File: src/verilog/smpb_pkg.sv
// Package: parameter indices, limits, reset values, error codes and carrier types of the motion parameter bank
package smpb_pkg;

  // Parameter indices
  localparam logic [4:0] IDX_POS       = 5'h00;
  localparam logic [4:0] IDX_ABS       = 5'h01;
  localparam logic [4:0] IDX_REL       = 5'h02;
  localparam logic [4:0] IDX_HOME      = 5'h03;
  localparam logic [4:0] IDX_STOP      = 5'h04;
  localparam logic [4:0] IDX_RUN_CUR   = 5'h05;
  localparam logic [4:0] IDX_HOLD_CUR  = 5'h06;
  localparam logic [4:0] IDX_ACCEL     = 5'h07;
  localparam logic [4:0] IDX_DECEL     = 5'h08;
  localparam logic [4:0] IDX_SPEED     = 5'h09;
  localparam logic [4:0] IDX_HSPEED    = 5'h0a;
  localparam logic [4:0] IDX_HDIR_INV  = 5'h0b;
  localparam logic [4:0] IDX_HOME_PWR  = 5'h0c;
  localparam logic [4:0] IDX_ENC_KIND  = 5'h0d;
  localparam logic [4:0] IDX_POLES     = 5'h0e;
  localparam logic [4:0] IDX_POLE_LEN  = 5'h0f;
  localparam logic [4:0] IDX_INTERP    = 5'h10;
  localparam logic [4:0] IDX_RATIO     = 5'h11;
  localparam logic [4:0] IDX_PH_SWAP   = 5'h12;
  localparam logic [4:0] IDX_GAIN_P    = 5'h13;
  localparam logic [4:0] IDX_GAIN_I    = 5'h14;
  localparam logic [4:0] IDX_HTIME     = 5'h15;
  localparam logic [4:0] IDX_SW_EN     = 5'h16;
  localparam logic [4:0] IDX_SW_POL    = 5'h17;
  localparam logic [4:0] IDX_SPAN_LIM  = 5'h18;
  localparam logic [4:0] IDX_MDIR_INV  = 5'h19;
  localparam logic [4:0] IDX_BL_MODE   = 5'h1a;
  localparam logic [4:0] IDX_BL_AMT    = 5'h1b;
  localparam logic [4:0] IDX_BL_HOME   = 5'h1c;
  localparam logic [4:0] IDX_GAIN_D    = 5'h1d;
  localparam logic [4:0] IDX_LAST      = 5'h1d;

  // Limits
  localparam logic [31:0] TRIG_MAX     = 32'h0000_0001;
  localparam logic [31:0] CUR_MAX      = 32'h0000_0546;
  localparam logic [31:0] RATE_MIN     = 32'h0000_0064;
  localparam logic [31:0] RATE_MAX     = 32'h0007_a120;
  localparam logic [31:0] SPD_MIN      = 32'h0000_03e8;
  localparam logic [31:0] SPD_MAX      = 32'h0098_9680;
  localparam logic [31:0] ENC_KIND_MAX = 32'h0000_0002;
  localparam logic [31:0] CNT_MIN      = 32'h0000_0001;
  localparam logic [31:0] CNT_MAX      = 32'h0001_86a0;
  localparam logic [31:0] PLEN_MIN     = 32'h3dcc_cccd;
  localparam logic [31:0] PLEN_MAX     = 32'h4120_0000;
  localparam logic [31:0] RATIO_MIN    = 32'h3a83_126f;
  localparam logic [31:0] FLT_MAX      = 32'h447a_0000;
  localparam logic [31:0] HTIME_MAX    = 32'h0000_0032;
  localparam logic [31:0] BL_MODE_MAX  = 32'h0000_0003;
  localparam logic signed [31:0] BL_MIN = -32'sh0000_c350;
  localparam logic signed [31:0] BL_MAX = 32'sh0000_c350;

  // Reset values of the non-zero attributes
  localparam logic [31:0] RST_RATE     = 32'h0000_0064;
  localparam logic [31:0] RST_SPEED    = 32'h0000_03e8;
  localparam logic [31:0] RST_COUNT    = 32'h0000_0001;
  localparam logic [31:0] RST_FLT_ONE  = 32'h3f80_0000;

  // Answer codes
  localparam logic [15:0] OK_CODE               = 16'h0000;
  localparam logic [15:0] UNKNOWN_INDEX_CODE    = 16'h0002;
  localparam logic [15:0] RANGE_ERROR_CODE      = 16'h0003;
  localparam logic [15:0] READ_ONLY_WRITE_ERROR = 16'h0005;

  // Timing
  localparam int unsigned CLK_PERIOD_NS = 4;
  localparam int unsigned SECOND_NS     = 1000000000;
  localparam int unsigned SEC_CYCLES    = SECOND_NS / CLK_PERIOD_NS;

  typedef enum logic [1:0] {
    SMPB_HM_IDLE    = 2'b00,
    SMPB_HM_RUN     = 2'b01,
    SMPB_HM_TIMEOUT = 2'b11
  } smpb_home_e;

  // Settings handed to the motion core
  typedef struct packed {
    logic [31:0] run_current;
    logic [31:0] hold_current;
    logic [31:0] accel;
    logic [31:0] decel;
    logic [31:0] speed;
    logic [31:0] homing_speed;
    logic        homing_reverse;
    logic [1:0]  encoder_kind;
    logic [31:0] pole_count;
    logic [31:0] pole_length;
    logic [31:0] interp_factor;
    logic [31:0] motor_enc_ratio;
    logic [31:0] gain_p;
    logic [31:0] gain_i;
    logic [31:0] gain_d;
    logic        span_limit;
    logic [1:0]  backlash_mode;
    logic [31:0] backlash_amount;
    logic [31:0] backlash_home;
  } smpb_cfg_s;

  function automatic logic [31:0] smpb_rst_val(input logic [4:0] idx);
    case (idx)
      IDX_ACCEL, IDX_DECEL:                smpb_rst_val = RST_RATE;
      IDX_SPEED, IDX_HSPEED:               smpb_rst_val = RST_SPEED;
      IDX_POLES, IDX_INTERP:               smpb_rst_val = RST_COUNT;
      IDX_POLE_LEN, IDX_RATIO:             smpb_rst_val = RST_FLT_ONE;
      default:                             smpb_rst_val = 32'h0000_0000;
    endcase
  endfunction

endpackage

File: src/verilog/smpb_bank.sv
// Module: parameter bank of one stepper motion channel with actions, homing supervision and pin conditioning
//
// Summary of operation
// - Attribute writes act at once, reads return them
// - Action write of one triggers, then reverts
// - Action reads have no effect, return zero
// - Index 0 reads signed present position
// - Index 1 write commands absolute move
// - Index 2 write commands relative move
// - Index 3 one starts homing, range 0..1
// - Index 4 one stops the motor
// - Run and hold currents 0..1350 mA
// - Acceleration and deceleration 100..500000
// - Move and homing speed 1000..10000000
// - Index 11 reverses homing search direction
// - Index 12 accepts 0..1 but reset reloads it; homing at every reset is set by HOME_AT_START
// - Index 13 encoder kind 0..2
// - Index 18 swaps encoder A and B
// - PID gains are floats 0.0..1000.0
// - Index 21 homing timeout 0..50 s
// - Index 22 uses limit switch without encoder
// - Index 23 inverts limit switch polarity
// - Index 24 restricts targets to encoder span
// - Backlash mode 0..3; index 25 inverts direction
// - Backlash amounts signed -50000..50000
// - Out-of-range write answers code 3
// - Write to read-only answers code 5
`timescale 1ns/1ps

module smpb_bank #(
  parameter int unsigned TICK_CYCLES   = smpb_pkg::SEC_CYCLES,
  parameter logic        HOME_AT_START = 1'b0
) (
  // Clock and reset
  input  wire logic               clk_sys,
  input  wire logic               rstn,
  // Parameter access
  input  wire logic               req_valid,
  input  wire logic               req_write,
  input  wire logic [4:0]         req_index,
  input  wire logic [31:0]        req_wdata,
  output logic                    resp_valid,
  output logic [31:0]             resp_rdata,
  output logic [15:0]             resp_error,
  // Motion core status
  input  wire logic signed [31:0] pos_now,
  input  wire logic signed [31:0] enc_span_lo,
  input  wire logic signed [31:0] enc_span_hi,
  input  wire logic               home_found,
  input  wire logic               dir_request,
  // Motion core commands
  output logic                    move_abs,
  output logic                    move_rel,
  output logic [31:0]             move_value,
  output logic                    stop_cmd,
  output logic                    home_start,
  output logic                    home_busy,
  output logic                    home_timeout,
  output logic                    motor_dir,
  output smpb_pkg::smpb_cfg_s     cfg,
  // Encoder and reference switch pins
  input  wire logic               enc_a_pin,
  input  wire logic               enc_b_pin,
  input  wire logic               ref_sw_pin,
  output logic                    enc_a,
  output logic                    enc_b,
  output logic                    ref_detect
);

  typedef struct packed {
    logic [31:0][31:0]    prm;
    logic                 resp_valid;
    logic [31:0]          resp_rdata;
    logic [15:0]          resp_error;
    logic                 move_abs;
    logic                 move_rel;
    logic [31:0]          move_value;
    logic                 stop_cmd;
    logic                 home_start;
    logic                 home_timeout;
    smpb_pkg::smpb_home_e home;
    logic [5:0]           home_secs;
    logic [31:0]          tick_cnt;
    logic                 boot_pending;
    logic [2:0]           sync1;
    logic [2:0]           sync2;
    logic                 enc_a;
    logic                 enc_b;
    logic                 ref_detect;
  } smpb_state_s;

  smpb_state_s s_q;
  smpb_state_s s_d;

  ////////////////////////////////////////////////////////////////////////////
  // Range check of a written value

  function automatic logic value_ok(input logic [4:0] idx, input logic [31:0] v);
    case (idx)
      smpb_pkg::IDX_ABS,
      smpb_pkg::IDX_REL:      value_ok = 1'b1;
      smpb_pkg::IDX_HOME,
      smpb_pkg::IDX_STOP,
      smpb_pkg::IDX_HDIR_INV,
      smpb_pkg::IDX_HOME_PWR,
      smpb_pkg::IDX_PH_SWAP,
      smpb_pkg::IDX_SW_EN,
      smpb_pkg::IDX_SW_POL,
      smpb_pkg::IDX_SPAN_LIM,
      smpb_pkg::IDX_MDIR_INV: value_ok = (v <= smpb_pkg::TRIG_MAX);
      smpb_pkg::IDX_RUN_CUR,
      smpb_pkg::IDX_HOLD_CUR: value_ok = (v <= smpb_pkg::CUR_MAX);
      smpb_pkg::IDX_ACCEL,
      smpb_pkg::IDX_DECEL:    value_ok = (v >= smpb_pkg::RATE_MIN) && (v <= smpb_pkg::RATE_MAX);
      smpb_pkg::IDX_SPEED,
      smpb_pkg::IDX_HSPEED:   value_ok = (v >= smpb_pkg::SPD_MIN) && (v <= smpb_pkg::SPD_MAX);
      smpb_pkg::IDX_ENC_KIND: value_ok = (v <= smpb_pkg::ENC_KIND_MAX);
      smpb_pkg::IDX_POLES,
      smpb_pkg::IDX_INTERP:   value_ok = (v >= smpb_pkg::CNT_MIN) && (v <= smpb_pkg::CNT_MAX);
      smpb_pkg::IDX_POLE_LEN: value_ok = (v >= smpb_pkg::PLEN_MIN) && (v <= smpb_pkg::PLEN_MAX);
      smpb_pkg::IDX_RATIO:    value_ok = (v >= smpb_pkg::RATIO_MIN) && (v <= smpb_pkg::FLT_MAX);
      // Positive floats order like unsigned words; sign bit set is refused
      smpb_pkg::IDX_GAIN_P,
      smpb_pkg::IDX_GAIN_I,
      smpb_pkg::IDX_GAIN_D:   value_ok = (v <= smpb_pkg::FLT_MAX);
      smpb_pkg::IDX_HTIME:    value_ok = (v <= smpb_pkg::HTIME_MAX);
      smpb_pkg::IDX_BL_MODE:  value_ok = (v <= smpb_pkg::BL_MODE_MAX);
      smpb_pkg::IDX_BL_AMT,
      smpb_pkg::IDX_BL_HOME:  value_ok = ($signed(v) >= smpb_pkg::BL_MIN) && ($signed(v) <= smpb_pkg::BL_MAX);
      default:                value_ok = 1'b0;
    endcase
  endfunction

  ////////////////////////////////////////////////////////////////////////////
  // Next state

  logic        wr_ok;
  logic        target_ok;
  logic [32:0] rel_sum;
  logic [31:0] abs_target;
  logic        tick;
  logic        ref_raw;

  always_comb begin
    s_d = s_q;
    s_d.resp_valid   = 1'b0;
    s_d.move_abs     = 1'b0;
    s_d.move_rel     = 1'b0;
    s_d.stop_cmd     = 1'b0;
    s_d.home_start   = 1'b0;
    s_d.home_timeout = 1'b0;

    // Pin synchronisers and conditioning
    s_d.sync1 = {ref_sw_pin, enc_b_pin, enc_a_pin};
    s_d.sync2 = s_q.sync1;
    if (s_q.prm[smpb_pkg::IDX_PH_SWAP][0]) begin
      s_d.enc_a = s_q.sync2[1];
      s_d.enc_b = s_q.sync2[0];
    end else begin
      s_d.enc_a = s_q.sync2[0];
      s_d.enc_b = s_q.sync2[1];
    end
    ref_raw = s_q.sync2[2] ^ s_q.prm[smpb_pkg::IDX_SW_POL][0];
    s_d.ref_detect = ref_raw && s_q.prm[smpb_pkg::IDX_SW_EN][0]
                     && (s_q.prm[smpb_pkg::IDX_ENC_KIND][1:0] == 2'b00);

    // Target check against the encoder span
    rel_sum    = {pos_now[31], pos_now} + {req_wdata[31], req_wdata};
    abs_target = (req_index == smpb_pkg::IDX_REL) ? rel_sum[31:0] : req_wdata;
    target_ok  = 1'b1;
    if (s_q.prm[smpb_pkg::IDX_SPAN_LIM][0] && (s_q.prm[smpb_pkg::IDX_ENC_KIND][1:0] != 2'b00)
        && ((req_index == smpb_pkg::IDX_ABS) || (req_index == smpb_pkg::IDX_REL))) begin
      target_ok = ($signed(abs_target) >= enc_span_lo) && ($signed(abs_target) <= enc_span_hi)
                  && (rel_sum[32] == rel_sum[31]);
    end
    wr_ok = 1'b0;

    // Parameter access
    if (req_valid) begin
      s_d.resp_valid = 1'b1;
      s_d.resp_rdata = 32'h0000_0000;
      s_d.resp_error = smpb_pkg::OK_CODE;
      if (req_index > smpb_pkg::IDX_LAST) begin
        s_d.resp_error = smpb_pkg::UNKNOWN_INDEX_CODE;
      end else if (!req_write) begin
        if (req_index == smpb_pkg::IDX_POS) begin
          s_d.resp_rdata = pos_now;
        end else if (req_index <= smpb_pkg::IDX_STOP) begin
          s_d.resp_rdata = 32'h0000_0000;
        end else begin
          s_d.resp_rdata = s_q.prm[req_index];
        end
      end else if (req_index == smpb_pkg::IDX_POS) begin
        s_d.resp_error = smpb_pkg::READ_ONLY_WRITE_ERROR;
      end else if (!value_ok(req_index, req_wdata) || !target_ok) begin
        s_d.resp_error = smpb_pkg::RANGE_ERROR_CODE;
      end else begin
        wr_ok = 1'b1;
      end
    end

    if (wr_ok) begin
      case (req_index)
        smpb_pkg::IDX_ABS: begin
          s_d.move_abs   = 1'b1;
          s_d.move_value = req_wdata;
        end
        smpb_pkg::IDX_REL: begin
          s_d.move_rel   = 1'b1;
          s_d.move_value = req_wdata;
        end
        smpb_pkg::IDX_HOME: s_d.home_start = req_wdata[0];
        smpb_pkg::IDX_STOP: s_d.stop_cmd   = req_wdata[0];
        default:            s_d.prm[req_index] = req_wdata;
      endcase
    end

    // One homing run after every reset when enabled
    if (s_q.boot_pending) begin
      s_d.boot_pending = 1'b0;
      s_d.home_start   = s_d.home_start || s_q.prm[smpb_pkg::IDX_HOME_PWR][0];
    end

    // Second divider for the homing timeout
    tick = (s_q.tick_cnt == TICK_CYCLES - 1);
    s_d.tick_cnt = tick ? 32'h0000_0000 : s_q.tick_cnt + 32'h0000_0001;

    // Homing supervision
    case (s_q.home)
      smpb_pkg::SMPB_HM_IDLE: begin
        if (s_q.home_start) begin
          s_d.home      = smpb_pkg::SMPB_HM_RUN;
          s_d.home_secs = 6'h00;
          s_d.tick_cnt  = 32'h0000_0000;
        end
      end
      smpb_pkg::SMPB_HM_RUN: begin
        if (home_found || s_q.stop_cmd) begin
          s_d.home = smpb_pkg::SMPB_HM_IDLE;
        end else if (tick) begin
          s_d.home_secs = s_q.home_secs + 6'h01;
          // A limit of zero means no time bound
          if ((s_q.prm[smpb_pkg::IDX_HTIME][5:0] != 6'h00)
              && (s_q.home_secs + 6'h01 >= s_q.prm[smpb_pkg::IDX_HTIME][5:0])) begin
            s_d.home = smpb_pkg::SMPB_HM_TIMEOUT;
          end
        end
      end
      smpb_pkg::SMPB_HM_TIMEOUT: begin
        s_d.home_timeout = 1'b1;
        s_d.home         = smpb_pkg::SMPB_HM_IDLE;
      end
      default: s_d.home = smpb_pkg::SMPB_HM_IDLE;
    endcase
  end

  ////////////////////////////////////////////////////////////////////////////
  // State register

  always_ff @(posedge clk_sys or negedge rstn) begin
    if (!rstn) begin
      for (int i = 0; i < 32; i++) begin
        s_q.prm[i] <= smpb_pkg::smpb_rst_val(5'(i));
      end
      s_q.prm[smpb_pkg::IDX_HOME_PWR] <= {31'h0000_0000, HOME_AT_START};
      s_q.resp_valid   <= 1'b0;
      s_q.resp_rdata   <= 32'h0000_0000;
      s_q.resp_error   <= 16'h0000;
      s_q.move_abs     <= 1'b0;
      s_q.move_rel     <= 1'b0;
      s_q.move_value   <= 32'h0000_0000;
      s_q.stop_cmd     <= 1'b0;
      s_q.home_start   <= 1'b0;
      s_q.home_timeout <= 1'b0;
      s_q.home         <= smpb_pkg::SMPB_HM_IDLE;
      s_q.home_secs    <= 6'h00;
      s_q.tick_cnt     <= 32'h0000_0000;
      s_q.boot_pending <= 1'b1;
      s_q.sync1        <= 3'h0;
      s_q.sync2        <= 3'h0;
      s_q.enc_a        <= 1'b0;
      s_q.enc_b        <= 1'b0;
      s_q.ref_detect   <= 1'b0;
    end else begin
      s_q <= s_d;
    end
  end

  ////////////////////////////////////////////////////////////////////////////
  // Outputs

  assign resp_valid   = s_q.resp_valid;
  assign resp_rdata   = s_q.resp_rdata;
  assign resp_error   = s_q.resp_error;
  assign move_abs     = s_q.move_abs;
  assign move_rel     = s_q.move_rel;
  assign move_value   = s_q.move_value;
  assign stop_cmd     = s_q.stop_cmd;
  assign home_start   = s_q.home_start;
  assign home_busy    = (s_q.home == smpb_pkg::SMPB_HM_RUN);
  assign home_timeout = s_q.home_timeout;
  assign motor_dir    = dir_request ^ s_q.prm[smpb_pkg::IDX_MDIR_INV][0];
  assign enc_a        = s_q.enc_a;
  assign enc_b        = s_q.enc_b;
  assign ref_detect   = s_q.ref_detect;

  assign cfg.run_current     = s_q.prm[smpb_pkg::IDX_RUN_CUR];
  assign cfg.hold_current    = s_q.prm[smpb_pkg::IDX_HOLD_CUR];
  assign cfg.accel           = s_q.prm[smpb_pkg::IDX_ACCEL];
  assign cfg.decel           = s_q.prm[smpb_pkg::IDX_DECEL];
  assign cfg.speed           = s_q.prm[smpb_pkg::IDX_SPEED];
  assign cfg.homing_speed    = s_q.prm[smpb_pkg::IDX_HSPEED];
  assign cfg.homing_reverse  = s_q.prm[smpb_pkg::IDX_HDIR_INV][0];
  assign cfg.encoder_kind    = s_q.prm[smpb_pkg::IDX_ENC_KIND][1:0];
  assign cfg.pole_count      = s_q.prm[smpb_pkg::IDX_POLES];
  assign cfg.pole_length     = s_q.prm[smpb_pkg::IDX_POLE_LEN];
  assign cfg.interp_factor   = s_q.prm[smpb_pkg::IDX_INTERP];
  assign cfg.motor_enc_ratio = s_q.prm[smpb_pkg::IDX_RATIO];
  assign cfg.gain_p          = s_q.prm[smpb_pkg::IDX_GAIN_P];
  assign cfg.gain_i          = s_q.prm[smpb_pkg::IDX_GAIN_I];
  assign cfg.gain_d          = s_q.prm[smpb_pkg::IDX_GAIN_D];
  assign cfg.span_limit      = s_q.prm[smpb_pkg::IDX_SPAN_LIM][0];
  assign cfg.backlash_mode   = s_q.prm[smpb_pkg::IDX_BL_MODE][1:0];
  assign cfg.backlash_amount = s_q.prm[smpb_pkg::IDX_BL_AMT];
  assign cfg.backlash_home   = s_q.prm[smpb_pkg::IDX_BL_HOME];

endmodule // smpb_bank

File: config.mk
export PLATFORM = sky130hd
export DESIGN_NAME = smpb_bank
export DESIGN_NICKNAME = d
export VERILOG_FILES = /design/src/verilog/smpb_pkg.sv /design/src/verilog/smpb_bank.sv
export SDC_FILE = /design/constraint.sdc
export NUM_CORES = 2
export LEC_CHECK = 0
export ABC_AREA = 1
export BUFFER_PORTS_ARGS = -buffer_cell sky130_fd_sc_hd__buf_2
export CORE_ASPECT_RATIO = 1.75
export CORE_MARGIN = 5
export CORE_UTILIZATION = 56
export CTS_CLUSTER_DIAMETER = 200
export DETAILED_ROUTE_END_ITERATION = 16
export PLACE_DENSITY = 0.77
export REMOVE_ABC_BUFFERS = 1
export SLEW_MARGIN = 10
export SYNTH_ARGS = -nofsm -noshare
export SYNTH_HDL_FRONTEND = slang
export SYNTH_SLANG_ARGS = --single-unit
export TNS_END_PERCENT = 1
File: constraint.sdc
create_clock -name clk_sys -period 7.65 [get_ports clk_sys]
set_clock_uncertainty 0.15 [all_clocks]
set_input_delay 1.1475 -clock clk_sys [delete_from_list [all_inputs] [get_ports clk_sys]]
set_output_delay 1.1475 -clock clk_sys [all_outputs]
set_load 0.005 [all_outputs]
==> metrics <==
status completed; worst setup path category in -> reg; clock latency on the worst-skew pair between 700 and 800 ps; die area about 0.11 mm²; maximum clock insertion buffer count 3; maximum VDD drop around 0.22 mV; core area about 0.1 mm²; synthesis warning total 0; cell-internal power around 9.3 mW; peak clock frequency supported by timing ~150 MHz; cell depth of the worst min-delay path 0; crit path max fanout 49; most used cell, CP nand2_1; via count of the first global-routing pass a little under 50000; Detailed Routing Iterations Pass 1 6; total wirelength of the detailed-routed design between 200 and 250 mm; sequential cell fraction of total power 0.463; depth of the worst register-to-register path 15; top-level I/O count 719; worst slack after detailed placement between 400 and 500 ps; Port Buf Inserts 705; wire length of the first global-routing pass roughly 330 mm; critical path depth in cells 34; cell types with the largest area share after synthesis dfrtp_1 46%, buf_4 7.7%, inv_1 6.8%; buffers inserted by post-CTS timing repair 0; Max Cap Viol 0; Post-synth ARST share 1.00; GRT Total Usage 0.419; final sum of negative setup slack 0 ps; die boundary width 252 µm; sum of overflow across all layers after global routing 0; Unique masters post-synth 50; clock network fraction of total power 0.395; shortest clock period the worst path allows after layout ~6600 ps; Hold Buf Count CTS 0; Syn Area/Cell about 8 µm²; most used flip-flop cell after synthesis dfrtp_1; cell taking the most area after synthesis dfrtp_1; vias per cell ~6.1; number of DRC markers after the initial detailed-route iteration around 5500; RSZ-0062 raised after global routing no; final hold viol count 0; wire length per cell 28.6 µm; sequential share of the synthesized area 0.473; htree depth 3; Final Net Count approximately 7000; number of vias after detailed routing 49900; Starting Density 0.563; number of nets still failing antenna checks after routing 0; Clock Tree Root clkbuf_16; CP arrival just over 7000 ps; critical path's largest stage delay ~380 ps; detailed placer's ending HPWL around 170 mm; Critical-path top delay cell nand3_2; largest net degree at the start of global routing about 210; clk sink count 1079; post-route total power 13.2 mW; Post-route DRC 0; share of power burned in combinational logic 0.142; leakage a little over 30 nW; worst-margin pin slew 1370 ps; startpoint types primary input; category of the worst setup path capture point flip-flop; count of cells resized by post-cts repair 0; number of buffers added by the clock tree synthesis step 98; largest delay contributor family on the critical path simple AND/OR/NAND/NOR gates; switching share of total power 0.293; Final GP Congestion slightly above 1; Std-Cell Rows roughly 160; Die Height between 400 and 500 µm; number of synthesized flops with an enable pin 0; Pwr Density ~220 mW/mm²; post-CTS clock slew at the launch and capture registers of the worst setup and hold paths ~70 ps; growth of design area from synthesis to finish 6.32%; data required time at the worst endpoint 8130 ps; ratio of cells with drive above 1 in the final layout 0.162; number of buffers and inverters on the critical path 4; post-layout utilization of the core 0.598; cell area after technology mapping about 0.057 mm²; CTS tree done; worst hold path type reg -> reg; number of antenna violations at the first check in global routing 18; area share of the leading cell type in the synthesized netlist 0.457; number of max-slew violations in the final report 0; number of standard cells after synthesis slightly below 7000; Final Cycle Share 0.864; final setup violation count 0; Net Switching 3.87 mW; least setup slack across all paths after layout 1040 ps; worst slew margin relative to its limit 0.0797; number of synthesized register bits about 1100
flip-flops by register name, summed over array words and instances, names as in the netlist:
| register | flops |
|---|---|
| enc_b | 1 |
| s_q | 514 |
| resp_error | 3 |
| home_start | 1 |
| stop_cmd | 1 |
| enc_a | 1 |
| resp_rdata | 32 |
| s_d | 3 |
| ref_detect | 1 |
| move_value | 32 |
| move_rel | 1 |
| move_abs | 1 |
| resp_valid | 1 |
| cfg | 486 |
| home_timeout | 1 |
cell families (layout without fill, tap and decap cells):
kind of cell | count (synthesis) | after routing | share of synthesized area
adders and majority gates | 105 | 105 | 0.0231
DFF | 1079 | 1079 | 0.473
buffers and inverters | 2180 | 2085 | 0.184
other | 1 | 22 | 0.0000656
and+or+nand+nor | 2210 | 2210 | 0.163
AOI/OAI and AO/OA | 1334 | 1334 | 0.153
xor gates and xnor gates | 27 | 27 | 0.00414
cell usage after synthesis (90+ instances only):
library cell	number
inv_1	1037
buf_4	585
dfrtp_1	1044
nor2_1	625
o21bai_1	384
nand3_1	456
buf_2	94
o21ai_0	281
o22ai_1	315
a21oi_1	119
nand4_1	90
ha_1	104
clkbuf_1	418
nand2_1	944
layer usage:
| metal | vias up | track usage | part of all wire | wire (µm) |
|---|---|---|---|---|
| li1 | 21400 | - | - | - |
| met1 | 24100 | 0.479 | 0.33 | 76900 |
| met2 | 3401 | 0.623 | 0.43 | 102000 |
| met3 | 952 | 0.124 | 0.11 | 26900 |
| met4 | 18 | 0.391 | 0.12 | 28500 |
| met5 | - | 0 | 0.00050 | 118 |
metrics by stage:
step	cells	hold slack (ps)	area, µm²
detailed placement	8003	190	57400
global placement	8003	183	57400
floorplan	5826	181	50700
CTS	8188	206	60800
global route	8190	219	60800
finish	8196	205	60800
worst paths after layout:
path                                   start             end  slack [ps]
worst max-delay path            req_wdata[0]         cfg[57]        1040
worst min register to register        s_d[3]          s_q[3]         210
max in group asynchronous               rstn        cfg[280]        5260
worst max register to register       s_q[10]         s_q[46]        3840
worst min-delay path                  s_d[3]          s_q[3]         210
min in group asynchronous               rstn  move_value[14]         270
final cells by class:
cell class	instances	area, µm²
timing repair buffer	843	4860
multi-input combinational	3690	19800
fill	9093	40800
clock inverter	40	519
clock buffer	145	2830
inverter	1057	3990
sequential	1079	27000
antenna	8	20.0
tap	1334	1670
power by group through the flow:
| stage | combinational, mW | sequential (mW) | clock, mW |
|---|---|---|---|
| floorplan | 0.838 | 6.18 | 0 |
| global placement | 1.80 | 6.20 | 0 |
| detailed placement | 1.83 | 6.21 | 0 |
| CTS | 1.84 | 6.11 | 5.23 |
| global route | 2.01 | 6.13 | 5.45 |
| finish | 1.88 | 6.11 | 5.22 |
placed cells by master (no fill, tap or decap), types with 23 or more instances in the layout:
master,n
a21oi_1,118
o22ai_1,315
clkbuf_16,99
nor2_1,606
nor3_1,42
nand2_1,943
dfstp_2,35
buf_4,115
a22oi_1,82
dfrtp_1,1044
nand4_1,90
ha_1,104
o21ai_0,278
o21bai_1,384
inv_1,1034
o221ai_1,47
clkbuf_1,28
nand3_1,456
buf_12,23
buf_2,704
(Power assumes the default switching activity.)
